<file path="config.mk">
export PLATFORM = sky130hd
export DESIGN_NAME = nat_datapath
export DESIGN_NICKNAME = d
export VERILOG_FILES = /design/src/pkg/nat_pkg.sv /design/src/nat_adder.sv /design/src/nat_bit_unit.sv /design/src/nat_datapath.sv
export VERILOG_INCLUDE_DIRS = /design/src /design/src/pkg
export SDC_FILE = /design/constraint.sdc
export NUM_CORES = 1
export LEC_CHECK = 0
export BUFFER_PORTS_ARGS = -buffer_cell sky130_fd_sc_hd__buf_2
export CORE_MARGIN = 2
export CORE_UTILIZATION = 50
export CTS_BUF_LIST = sky130_fd_sc_hd__clkbuf_4
export CTS_CLUSTER_SIZE = 30
export DETAILED_ROUTE_END_ITERATION = 7
export PLACE_DENSITY_LB_ADDON = 0.1
export SYNTH_ARGS = -nofsm -noshare
export SYNTH_HDL_FRONTEND = slang
export SYNTH_SLANG_ARGS = --single-unit
</file>
<file path="constraint.sdc">
create_clock -name sys_clk_in -period 2.4 [get_ports sys_clk_in]
set_input_delay 0.48 -clock sys_clk_in [delete_from_list [all_inputs] [get_ports sys_clk_in]]
set_output_delay 0.48 -clock sys_clk_in [all_outputs]
set_load 0.005 [all_outputs]
</file>
<file path="src/pkg/nat_regs.svh">
// Purpose: Named constants for the nibble ALU and table fetch datapath.
// Assumes: Included by bare name from the package and design files.
// Notes: Definitions only.
`ifndef NAT_REGS_SVH
`define NAT_REGS_SVH
`define NAT_NIB_W 4
`define NAT_ROM_W 10
`define NAT_DREG_W 3
`define NAT_PAGE_W 7
`define NAT_ROM_LO_MSB 3
`define NAT_ROM_HI_MSB 7
`define NAT_ROM_HI_LSB 4
`define NAT_ROM_UP_MSB 9
`define NAT_ROM_UP_LSB 8
`define NAT_NIB_ZERO 4'h0
`define NAT_DREG_ZERO 3'h0
`define NAT_ACC_MSB 3
`endif

</file>
<file path="src/pkg/nat_pkg.sv">
// Purpose: Shared types for the nibble ALU and table fetch datapath.
// Assumes: nat_regs.svh supplies the widths.
// Notes: Operation codes are this block's own, not an instruction encoding.
`default_nettype none
`include "nat_regs.svh"
package nat_pkg;
  typedef logic [`NAT_NIB_W-1:0] nat_nib_t;
  typedef enum logic [4:0] {
    NAT_OP_NOP, NAT_OP_ADD_MEM, NAT_OP_ADD_MEM_CY, NAT_OP_ADD_IMM, NAT_OP_AND_MEM,
    NAT_OP_OR_MEM, NAT_OP_SET_CY, NAT_OP_CLR_CY, NAT_OP_TEST_CY, NAT_OP_COMPL,
    NAT_OP_ROTATE, NAT_OP_BIT_SET, NAT_OP_BIT_CLR, NAT_OP_BIT_TEST, NAT_OP_LOAD_ACC_IMM,
    NAT_OP_TABLE_FETCH
  } nat_op_e;
  typedef struct packed {
    logic valid;
    nat_op_e op;
    nat_nib_t imm;
    logic [1:0] bit_idx;
  } nat_instr_s;
  typedef enum logic [1:0] {
    NAT_ST_IDLE = 2'h1,
    NAT_ST_FETCH = 2'h2
  } nat_state_e;
endpackage : nat_pkg
`default_nettype wire

</file>
<file path="src/nat_adder.sv">
// Purpose: Four-bit adder with carry in and carry out.
// Assumes: Purely combinational.
// Notes: Shared by every add form of the datapath.
`default_nettype none
`include "nat_regs.svh"
module nat_adder (
  input wire logic [`NAT_NIB_W-1:0] a_in, // First operand.
  input wire logic [`NAT_NIB_W-1:0] b_in, // Second operand.
  input wire logic c_in, // Carry in.
  output logic [`NAT_NIB_W-1:0] sum_out, // Sum.
  output logic c_out // Carry out.
);
  import nat_pkg::*;
  logic [`NAT_NIB_W:0] total;
  always_comb begin
    total = {1'b0, a_in} + {1'b0, b_in} + {{`NAT_NIB_W{1'b0}}, c_in};
    sum_out = total[`NAT_NIB_W-1:0];
    c_out = total[`NAT_NIB_W];
  end
endmodule : nat_adder
`default_nettype wire

</file>
<file path="src/nat_bit_unit.sv">
// Purpose: Bit set, clear and test on a memory nibble.
// Assumes: Purely combinational.
// Notes: The decoded mask is reused by all three operations.
`default_nettype none
`include "nat_regs.svh"
module nat_bit_unit (
  input wire logic [`NAT_NIB_W-1:0] nib_in, // Nibble under operation.
  input wire logic [1:0] idx_in, // Bit index j.
  output logic [`NAT_NIB_W-1:0] set_out, // Nibble with bit j set.
  output logic [`NAT_NIB_W-1:0] clr_out, // Nibble with bit j cleared.
  output logic bit_out // Value of bit j.
);
  import nat_pkg::*;
  function automatic logic [`NAT_NIB_W-1:0] decode_mask(input logic [1:0] idx);
    decode_mask = `NAT_NIB_ZERO;
    decode_mask[idx] = 1'b1;
  endfunction : decode_mask
  logic [`NAT_NIB_W-1:0] mask;
  always_comb begin
    mask = decode_mask(idx_in);
    set_out = nib_in | mask;
    clr_out = nib_in & ~mask;
    bit_out = |(nib_in & mask);
  end
endmodule : nat_bit_unit
`default_nettype wire

</file>
<file path="src/nat_datapath.sv">
// Purpose: Accumulator ALU, carry and bit operations, skip control and ROM table fetch.
// Assumes: One instruction offered per cycle on instr_in; memory and ROM reads are combinational.
// Notes: Table fetch takes two cycles and stalls the sequencer through busy_out.
`default_nettype none
`include "nat_regs.svh"
module nat_datapath #(
  parameter int PAGE_W = `NAT_PAGE_W // Width of the table page number.
) (
  input wire logic sys_clk_in, // Instruction clock.
  input wire logic reset_n_in, // Asynchronous reset, active low.
  input wire nat_pkg::nat_instr_s instr_in, // Decoded instruction, one per slot.
  input wire logic [PAGE_W-1:0] page_in, // Table page p.
  input wire logic upper_table_fetch_flag_in, // Upper table fetch enable.
  input wire logic [`NAT_NIB_W-1:0] pointed_memory_nibble_in, // Nibble at the data pointer.
  input wire logic [`NAT_ROM_W-1:0] rom_data_in, // ROM word at rom_addr_out.
  output logic [`NAT_NIB_W-1:0] acc_out, // Accumulator.
  output logic carry_flag_out, // Carry flag.
  output logic [`NAT_NIB_W-1:0] reg_b_out, // Register B.
  output logic [`NAT_DREG_W-1:0] reg_d_out, // Register D.
  output logic mem_we_out, // Write strobe for the data pointer nibble.
  output logic [`NAT_NIB_W-1:0] mem_wdata_out, // Data for that write.
  output logic [PAGE_W+`NAT_DREG_W+`NAT_NIB_W-1:0] rom_addr_out, // Table address.
  output logic return_stack_push_out, // Claims one return stack level.
  output logic return_stack_pop_out, // Releases that level.
  output logic skip_out, // The instruction now offered is skipped.
  output logic busy_out // Table fetch in progress, hold the next instruction.
);
  import nat_pkg::*;

  // ---------------------------------------------------------------
  // Arithmetic and bit units
  // ---------------------------------------------------------------
  logic [`NAT_NIB_W-1:0] add_b;
  logic add_cin;
  logic [`NAT_NIB_W-1:0] add_sum;
  logic add_cout;
  logic [`NAT_NIB_W-1:0] bit_set_val;
  logic [`NAT_NIB_W-1:0] bit_clr_val;
  logic bit_val;
  logic [`NAT_NIB_W-1:0] acc_q, acc_d;
  logic carry_q, carry_d;
  logic [`NAT_NIB_W-1:0] reg_b_q, reg_b_d;
  logic [`NAT_DREG_W-1:0] reg_d_q, reg_d_d;
  logic skip_q, skip_d;
  logic last_load_q, last_load_d;
  logic mem_we_q, mem_we_d;
  logic [`NAT_NIB_W-1:0] mem_wdata_q, mem_wdata_d;
  nat_state_e state_q, state_d;
  logic exec;

  always_comb begin
    add_b = pointed_memory_nibble_in;
    add_cin = 1'b0;
    if (instr_in.op == NAT_OP_ADD_IMM) begin
      add_b = instr_in.imm;
    end
    if (instr_in.op == NAT_OP_ADD_MEM_CY) begin
      add_cin = carry_q;
    end
  end

  nat_adder u_adder (
    .a_in(acc_q),
    .b_in(add_b),
    .c_in(add_cin),
    .sum_out(add_sum),
    .c_out(add_cout)
  );

  nat_bit_unit u_bit (
    .nib_in(pointed_memory_nibble_in),
    .idx_in(instr_in.bit_idx),
    .set_out(bit_set_val),
    .clr_out(bit_clr_val),
    .bit_out(bit_val)
  );

  // ---------------------------------------------------------------
  // Execution
  // ---------------------------------------------------------------
  // ---------------------------------------------------------------
  // Decoding
  // ---------------------------------------------------------------
  // These tests are shared by the skip logic, the execution case and the outputs.
  function automatic logic is_load(input nat_op_e op);
    is_load = (op == NAT_OP_LOAD_ACC_IMM);
  endfunction : is_load

  function automatic logic is_fetch(input nat_op_e op);
    is_fetch = (op == NAT_OP_TABLE_FETCH);
  endfunction : is_fetch

  function automatic logic is_idle(input nat_state_e st);
    is_idle = (st == NAT_ST_IDLE);
  endfunction : is_idle

  // ---------------------------------------------------------------
  // Skip control
  // ---------------------------------------------------------------
  logic load_run;

  // repeated load run
  // Only a load that directly follows a load is dropped; any other instruction
  // after a load must run, so the run is judged on the slot now offered
  // instead of arming a skip in advance.
  assign load_run = instr_in.valid && last_load_q && is_load(instr_in.op) && is_idle(state_q);

  assign exec = instr_in.valid && !skip_q && !load_run && is_idle(state_q);

  always_comb begin
    acc_d = acc_q;
    carry_d = carry_q;
    reg_b_d = reg_b_q;
    reg_d_d = reg_d_q;
    skip_d = skip_q;
    last_load_d = last_load_q;
    mem_we_d = 1'b0;
    mem_wdata_d = mem_wdata_q;
    state_d = state_q;
    case (state_q)
      NAT_ST_IDLE: begin
        if (instr_in.valid) begin
          // A skip covers exactly one offered slot.
          skip_d = 1'b0;
          last_load_d = is_load(instr_in.op);
        end
        if (exec) begin
          case (instr_in.op)
            NAT_OP_ADD_MEM: acc_d = add_sum;
            NAT_OP_ADD_MEM_CY: begin
              acc_d = add_sum;
              carry_d = add_cout;
            end
            NAT_OP_ADD_IMM: begin
              acc_d = add_sum;
              skip_d = !add_cout;
            end
            NAT_OP_AND_MEM: acc_d = acc_q & pointed_memory_nibble_in;
            NAT_OP_OR_MEM: acc_d = acc_q | pointed_memory_nibble_in;
            NAT_OP_SET_CY: carry_d = 1'b1;
            NAT_OP_CLR_CY: carry_d = 1'b0;
            NAT_OP_TEST_CY: skip_d = !carry_q;
            NAT_OP_COMPL: acc_d = ~acc_q;
            NAT_OP_ROTATE: begin
              acc_d = {carry_q, acc_q[`NAT_ACC_MSB:1]};
              carry_d = acc_q[0];
            end
            NAT_OP_BIT_SET: begin
              mem_we_d = 1'b1;
              mem_wdata_d = bit_set_val;
            end
            NAT_OP_BIT_CLR: begin
              mem_we_d = 1'b1;
              mem_wdata_d = bit_clr_val;
            end
            NAT_OP_BIT_TEST: skip_d = !bit_val;
            NAT_OP_LOAD_ACC_IMM: acc_d = instr_in.imm;
            NAT_OP_TABLE_FETCH: state_d = NAT_ST_FETCH;
            default: acc_d = acc_q;
          endcase
        end
      end
      NAT_ST_FETCH: begin
        // The ROM word is taken in the second cycle, once its address has
        // settled from registers; the cost is one busy slot per fetch.
        // deliver ROM word
        reg_b_d = rom_data_in[`NAT_ROM_HI_MSB:`NAT_ROM_HI_LSB];
        acc_d = rom_data_in[`NAT_ROM_LO_MSB:0];
        if (upper_table_fetch_flag_in) begin
          reg_d_d = {1'b0, rom_data_in[`NAT_ROM_UP_MSB:`NAT_ROM_UP_LSB]};
        end
        state_d = NAT_ST_IDLE;
      end
      default: state_d = NAT_ST_IDLE;
    endcase
  end

  always_ff @(posedge sys_clk_in or negedge reset_n_in) begin
    if (!reset_n_in) begin
      acc_q <= `NAT_NIB_ZERO;
      carry_q <= 1'b0;
      reg_b_q <= `NAT_NIB_ZERO;
      reg_d_q <= `NAT_DREG_ZERO;
      skip_q <= 1'b0;
      last_load_q <= 1'b0;
      mem_we_q <= 1'b0;
      mem_wdata_q <= `NAT_NIB_ZERO;
      state_q <= NAT_ST_IDLE;
    end else begin
      acc_q <= acc_d;
      carry_q <= carry_d;
      reg_b_q <= reg_b_d;
      reg_d_q <= reg_d_d;
      skip_q <= skip_d;
      last_load_q <= last_load_d;
      mem_we_q <= mem_we_d;
      mem_wdata_q <= mem_wdata_d;
      state_q <= state_d;
    end
  end

  // ---------------------------------------------------------------
  // Outputs
  // ---------------------------------------------------------------
  // table address
  assign rom_addr_out = {page_in, reg_d_q, acc_q};
  assign return_stack_push_out = exec && is_fetch(instr_in.op);
  assign return_stack_pop_out = (state_q == NAT_ST_FETCH);
  assign busy_out = (state_q == NAT_ST_FETCH);
  assign skip_out = skip_q || load_run;
  assign acc_out = acc_q;
  assign carry_flag_out = carry_q;
  assign reg_b_out = reg_b_q;
  assign reg_d_out = reg_d_q;
  assign mem_we_out = mem_we_q;
  assign mem_wdata_out = mem_wdata_q;
endmodule : nat_datapath
`default_nettype wire

</file>
Yosys cells after proc, flatten, opt, wreduce, memory -nomap -nowiden
Index checks and enable logic that the tools add are counted.

Bits of input ports: 36. Flip-flop bits (word level): 20.

$lt $le $gt $ge: 2. Bitwise gates (word level): 7. Multiplexer cells: 18. Reduce and logical (&&, ||, !) cells: 26. Add/subtract/negate cells: 2. Equal/unequal tests: 20.

Operators with widths (count): == test 5 x 4 -> 1 bit (second input constant) (8); case mux 4 bit (6 select lines) (1); == test 5 x 3 -> 1 bit (second input constant) (4); case mux 4 bit (2 select lines) (2); AND 4 bit (3); == test 5 x 2 -> 1 bit (second input constant) (2); AND reduction 3 bit (3); logical AND 1 bit (8); 2-to-1 mux 4 bit (2); inverter 4 bit (2); OR 4 bit (2); 2-to-1 mux 1 bit (7); != test 7 x 2 -> 1 bit (second input constant) (1); 2-to-1 mux 2 bit (3); AND reduction 2 bit (3); adder 4 x 4 -> 5 bit (1); adder 5 x 1 -> 5 bit (1); == test 5 x 1 -> 1 bit (second input constant) (1); logical NOT 1 bit (5); case mux 1 bit (4 select lines) (1); nonzero test 2 bit (2); nonzero test 4 bit (1); OR reduction 4 bit (1); < comparator 2 x 3 -> 1 bit (second input constant) (1); 10 further kinds (10).

Depth between registers and ports, before layout
Depth in word-level cells: 9. Depth in mapped cells: 12. Depth with buffers taken out: 11.

By module
From an unflattened synthesis, not the netlist that was laid out.

Cell total of the unflattened synthesis: 187. Area, all modules: 1701.6 um2.

Modules (own cells, without submodules): nat_datapath (cells each 160, area an instance 1466.4 um2, seq. area each 501.7 um2, times used 1); nat_adder (cells each 16, area an instance 143.9 um2, seq. area each 0.0 um2, times used 1); nat_bit_unit (cells each 11, area an instance 91.3 um2, seq. area each 0.0 um2, times used 1).

Worst setup path before layout
Ideal clock, no wire load.

Kind: in2reg. From: in instr_in[10] (netlist bit). To: reg carry_q (netlist: carry_flag_out). Path slack: -0.342 ns. Arrival: 2.617 ns. Data required time: 2.275 ns. Buffers on the path: 1. Setup time: 0.125 ns. Cell stages on the path: 12. Cell sequence: buf_6 nor3b_2 nand2b_1 mux2_2 fa_1 inv_1 fa_1 nor2b_1 o21ai_0 nand2b_1 o2bb2ai_1 mux2_2.

Word-level cells in the longest chain between the ends: 7. Elaborated cells on any way between the ends: 18.

Ends and longest elaborated chain: from (decl) (RTL line nat_datapath.sv:11) `input wire nat_pkg::nat_instr_s instr_in,`; branches (longest 7 deep; another with adder 4 x 4 -> 5 bit); to (signal assigned) (RTL line nat_datapath.sv:191) `carry_q <= carry_d;`; to (decl) (RTL line nat_datapath.sv:41) `logic carry_q, carry_d;`.

Several ways; the timed one is not identified. A chain may end at the register's enable or synchronous reset.

Worst setup path after layout
From: in instr_in[6] (netlist bit). To: out return_stack_push_out.

Word-level cells in the longest chain between the ends: 7. Elaborated cells on any way between the ends: 8.

Ends and longest elaborated chain: == test 5 x 4 -> 1 bit (RTL line nat_datapath.sv:86) `is_load = (op == NAT_OP_LOAD_ACC_IMM);`; logical AND 1 bit (2 in a row) (RTL line nat_datapath.sv:106) `assign load_run = instr_in.valid && last_load_q && is_load(instr_in.op) && is_idle(state_q);`; logical NOT 1 bit (RTL line nat_datapath.sv:108) `assign exec = instr_in.valid && !skip_q && !load_run && is_idle(state_q);`; logical AND 1 bit (2 in a row) (RTL line nat_datapath.sv:108); logical AND 1 bit * (RTL line nat_datapath.sv:207) `assign return_stack_push_out = exec && is_fetch(instr_in.op);`; to (decl) (RTL line nat_datapath.sv:23) `output logic return_stack_push_out,`.

Every way passes the cells marked *; elsewhere a longest branch is shown, timed or not.

==> results.json <==
{
  "rr_endpoint": "acc_out[1]$_DFFE_PN0P_",
  "drive_gt1_share_pct": 43.5,
  "r2r_slack_ps": 240,
  "grt_pass1_vias": 1463,
  "routed_via_density": 5.29,
  "track_usage_pct": 21.9,
  "tns_ps": 0,
  "antenna_found_initial": 0,
  "ys_seq_area_share_pct": 29.1,
  "wirelength_um": 4260,
  "worstSetupStartpoint": "instr_in[6]",
  "reg2reg_from": "carry_flag_out$_DFFE_PN0P_",
  "cap_violations": 0,
  "worst_r2r_path_depth": 8,
  "post-route-min-period_ps": 2300,
  "fp.dieArea_um2": 3930,
  "wl_per_cell_um": 14.6,
  "cts-root-buf": "clkbuf_4",
  "yosys.cell_types.count": 49,
  "finalHoldWorstSlack_ps": 101,
  "finalCritPeriodShare_pct": 95.9,
  "arrival_ps": 1820,
  "powerDensity_nw_per_um2": 621,
  "gp_congestion": 0.909,
  "synth_xor_area_share_pct": 1.02,
  "synth_top_family_by_area": "simple AND/OR/NAND/NOR gates",
  "setup_viol": 0,
  "p_leak_nw": 1.00,
  "synthArstFlopShare_pct": 100,
  "p_sw_uw": 472,
  "ys_ff_latch": 20,
  "fmax_mhz": 435,
  "multi_input_comb_area_um2": 1030,
  "insertion_delay_ps": 300,
  "syn_area_per_cell_um2": 8.97,
  "power.share.clock_pct": 13.3,
  "antennaDiodeCount": 0,
  "drt_pass1_iterations": 4,
  "ir_worst_vdd_mv": 0.291,
  "die_y_um": 62.7,
  "numCtsBuffers": 3,
  "muxShareOfSynthArea_pct": 11.6,
  "min_path_type": "input port to asynchronous set/reset pin",
  "grt_max_degree": 22,
  "cp.required_ps": 1920,
  "syn_area_um2": 1720,
  "final_common_cell": "buf_2",
  "area_growth_pct": 20.2,
  "hold_viol_final": 0,
  "run_status": "complete, no violations",
  "cp-endpoint": "return_stack_push_out",
  "cts_tree": "done",
  "portBuffers": 54,
  "final_nets": 288,
  "cp_max_fo": 15,
  "synth_top_cell_by_area": "dfrtp_1",
  "dieWidth_um": 62.7,
  "slew_viol_final": 0,
  "synthCells": 192,
  "start_kind": "input port",
  "power.total_mw": 1.28,
  "fin_ws_ps": 99.1,
  "p_comb_share_pct": 48.2,
  "grt_pass1_wl_um": 6850,
  "drtAntennaViolNets": 0,
  "yosys-top-cells-area": "dfrtp_1, mux2_2, buf_4",
  "h-tree-depth": 1,
  "cp-end-kind": "primary output",
  "final_cell_mix": "buf_2, nand2_1, dfrtp_1, buf_4, nor2_1",
  "ios": 71,
  "skew_ps": 2.00,
  "regArea_um2": 502,
  "drtIter0Drc": 109,
  "synth_compound_area_share_pct": 16.4,
  "internal-power_uw": 813,
  "synth_fa_ha_area_share_pct": 5.09,
  "postCtsSetupBuffers": 0,
  "yosys.area_share.simple_pct": 24.1,
  "initial_utilization_pct": 52.0,
  "synth_warnings": 0,
  "rsz0062_at_grt": "false",
  "fill_cells": 306,
  "synth_enable_flop_cells": 0,
  "seq_power_share_pct": 38.5,
  "p_sw_share_pct": 36.7,
  "num_rows": 21,
  "drc": 0,
  "synth_top_cell_area_share_pct": 27.6,
  "clockBufferDepth": 2,
  "clock-sinks": 20,
  "final_util_pct": 62.5,
  "cts.reportedPaths.clkPinSlew_ps": 120,
  "overflow": 0,
  "path_class": "input port to primary output",
  "place_worst_setup_slack_ps": -208,
  "core_region_area_um2": 3310,
  "route.vias.total": 1544,
  "hpwl_um": 3420,
  "synth_flop_cell": "dfrtp_1"
}
-- worst max-delay path: stages --
cell      delay (ps)
buf_2            110
buf_4            180
nor4bb_2         350
buf_4            230
nand3_2          100
nand2_2          160
nor3_1            80
buf_2            130
-- power groups by stage --
stage	logic, mW	clock network, mW	registers (mW)
2_1_floorplan	0.432	0	0.486
3_3_place_gp	0.605	0	0.498
3_5_place_dp	0.619	0	0.502
4_1_cts	0.620	0.178	0.495
5_1_grt	0.690	0.190	0.507
6_report	0.619	0.171	0.495
-- worst min-delay path by stage --
| stage | to | from | slack [ps] |
|---|---|---|---|
| 2_1_floorplan | acc_out[0]$_DFFE_PN0P_ | reset_n_in | 180 |
| 3_3_place_gp | last_load_q$_DFFE_PN0P_ | reset_n_in | 450 |
| 3_5_place_dp | last_load_q$_DFFE_PN0P_ | reset_n_in | 460 |
| 4_1_cts | last_load_q$_DFFE_PN0P_ | reset_n_in | 110 |
| 5_1_grt | reg_b_out[2]$_DFFE_PN0P_ | reset_n_in | 130 |
| 6_report | last_load_q$_DFFE_PN0P_ | reset_n_in | 100 |
-- per-layer routing --
layer	vias to the layer above	routed length, um	share of wire, %	track usage [%]
met1	709	1830	43	28.1
met5	-	0	0	0
met3	6	325	7.6	5.23
li1	765	-	-	-
met4	0	68	1.6	7.50
met2	64	2030	48	36.3
-- registers in the layout (all words and copies together) (netlist names) --
name,count
acc_out,4
mem_wdata_out,4
reg_b_out,4
reg_d_out,2
state_q,2
carry_flag_out,1
last_load_q,1
mem_we_out,1
skip_q,1
-- cell type report --
cell class / count / share of cell area (%)
clock inverters: 1 / 0.181
multi-input cells: 138 / 49.8
repair buffers: 73 / 20.0
inverters: 11 / 2.00
well taps: 46 / 2.78
clock buffers: 3 / 1.09
flip-flops and latches: 20 / 24.2
-- synthesized netlist by cell type (2+ instances only) --
| cell | number |
|---|---|
| nand2_1 | 24 |
| dfrtp_1 | 19 |
| buf_4 | 17 |
| mux2_2 | 13 |
| nor2_1 | 13 |
| inv_1 | 10 |
| nand2b_1 | 9 |
| o21ai_0 | 9 |
| a21oi_1 | 8 |
| a22oi_1 | 5 |
| a31oi_1 | 5 |
| buf_2 | 4 |
| nor2b_1 | 4 |
| nor3_1 | 4 |
| ha_1 | 3 |
| nand3b_1 | 3 |
| o2bb2ai_1 | 3 |
| a21o_1 | 2 |
| buf_6 | 2 |
| fa_1 | 2 |
| mux2_4 | 2 |
| nand3_1 | 2 |
| nor4b_1 | 2 |
| xnor2_1 | 2 |
-- stage by stage --
step	area (um^2)	cells
floorplan	1750	193
global placement	2040	288
detailed placement	2040	288
CTS	2060	292
global route	2070	292
finish	2070	292
-- logic make-up after synthesis --
logic type	after synthesis
flip-flops	20
AO/OA/AOI/OAI	40
buffers and inverters	35
AND/OR/NAND/NOR	72
multiplexers	16
adder cells (fa/ha/maj)	6
other	1
XOR/XNOR	2
-- what timing repair did --
| item | CTS | global route |
|---|---|---|
| gates resized for setup | 0 | 1 |
| endpoints found under the hold margin | 0 | 0 |
| endpoints found under the setup margin | 0 | 2 |
| hold buffers | 0 | 0 |
(Power assumes the default switching activity.)
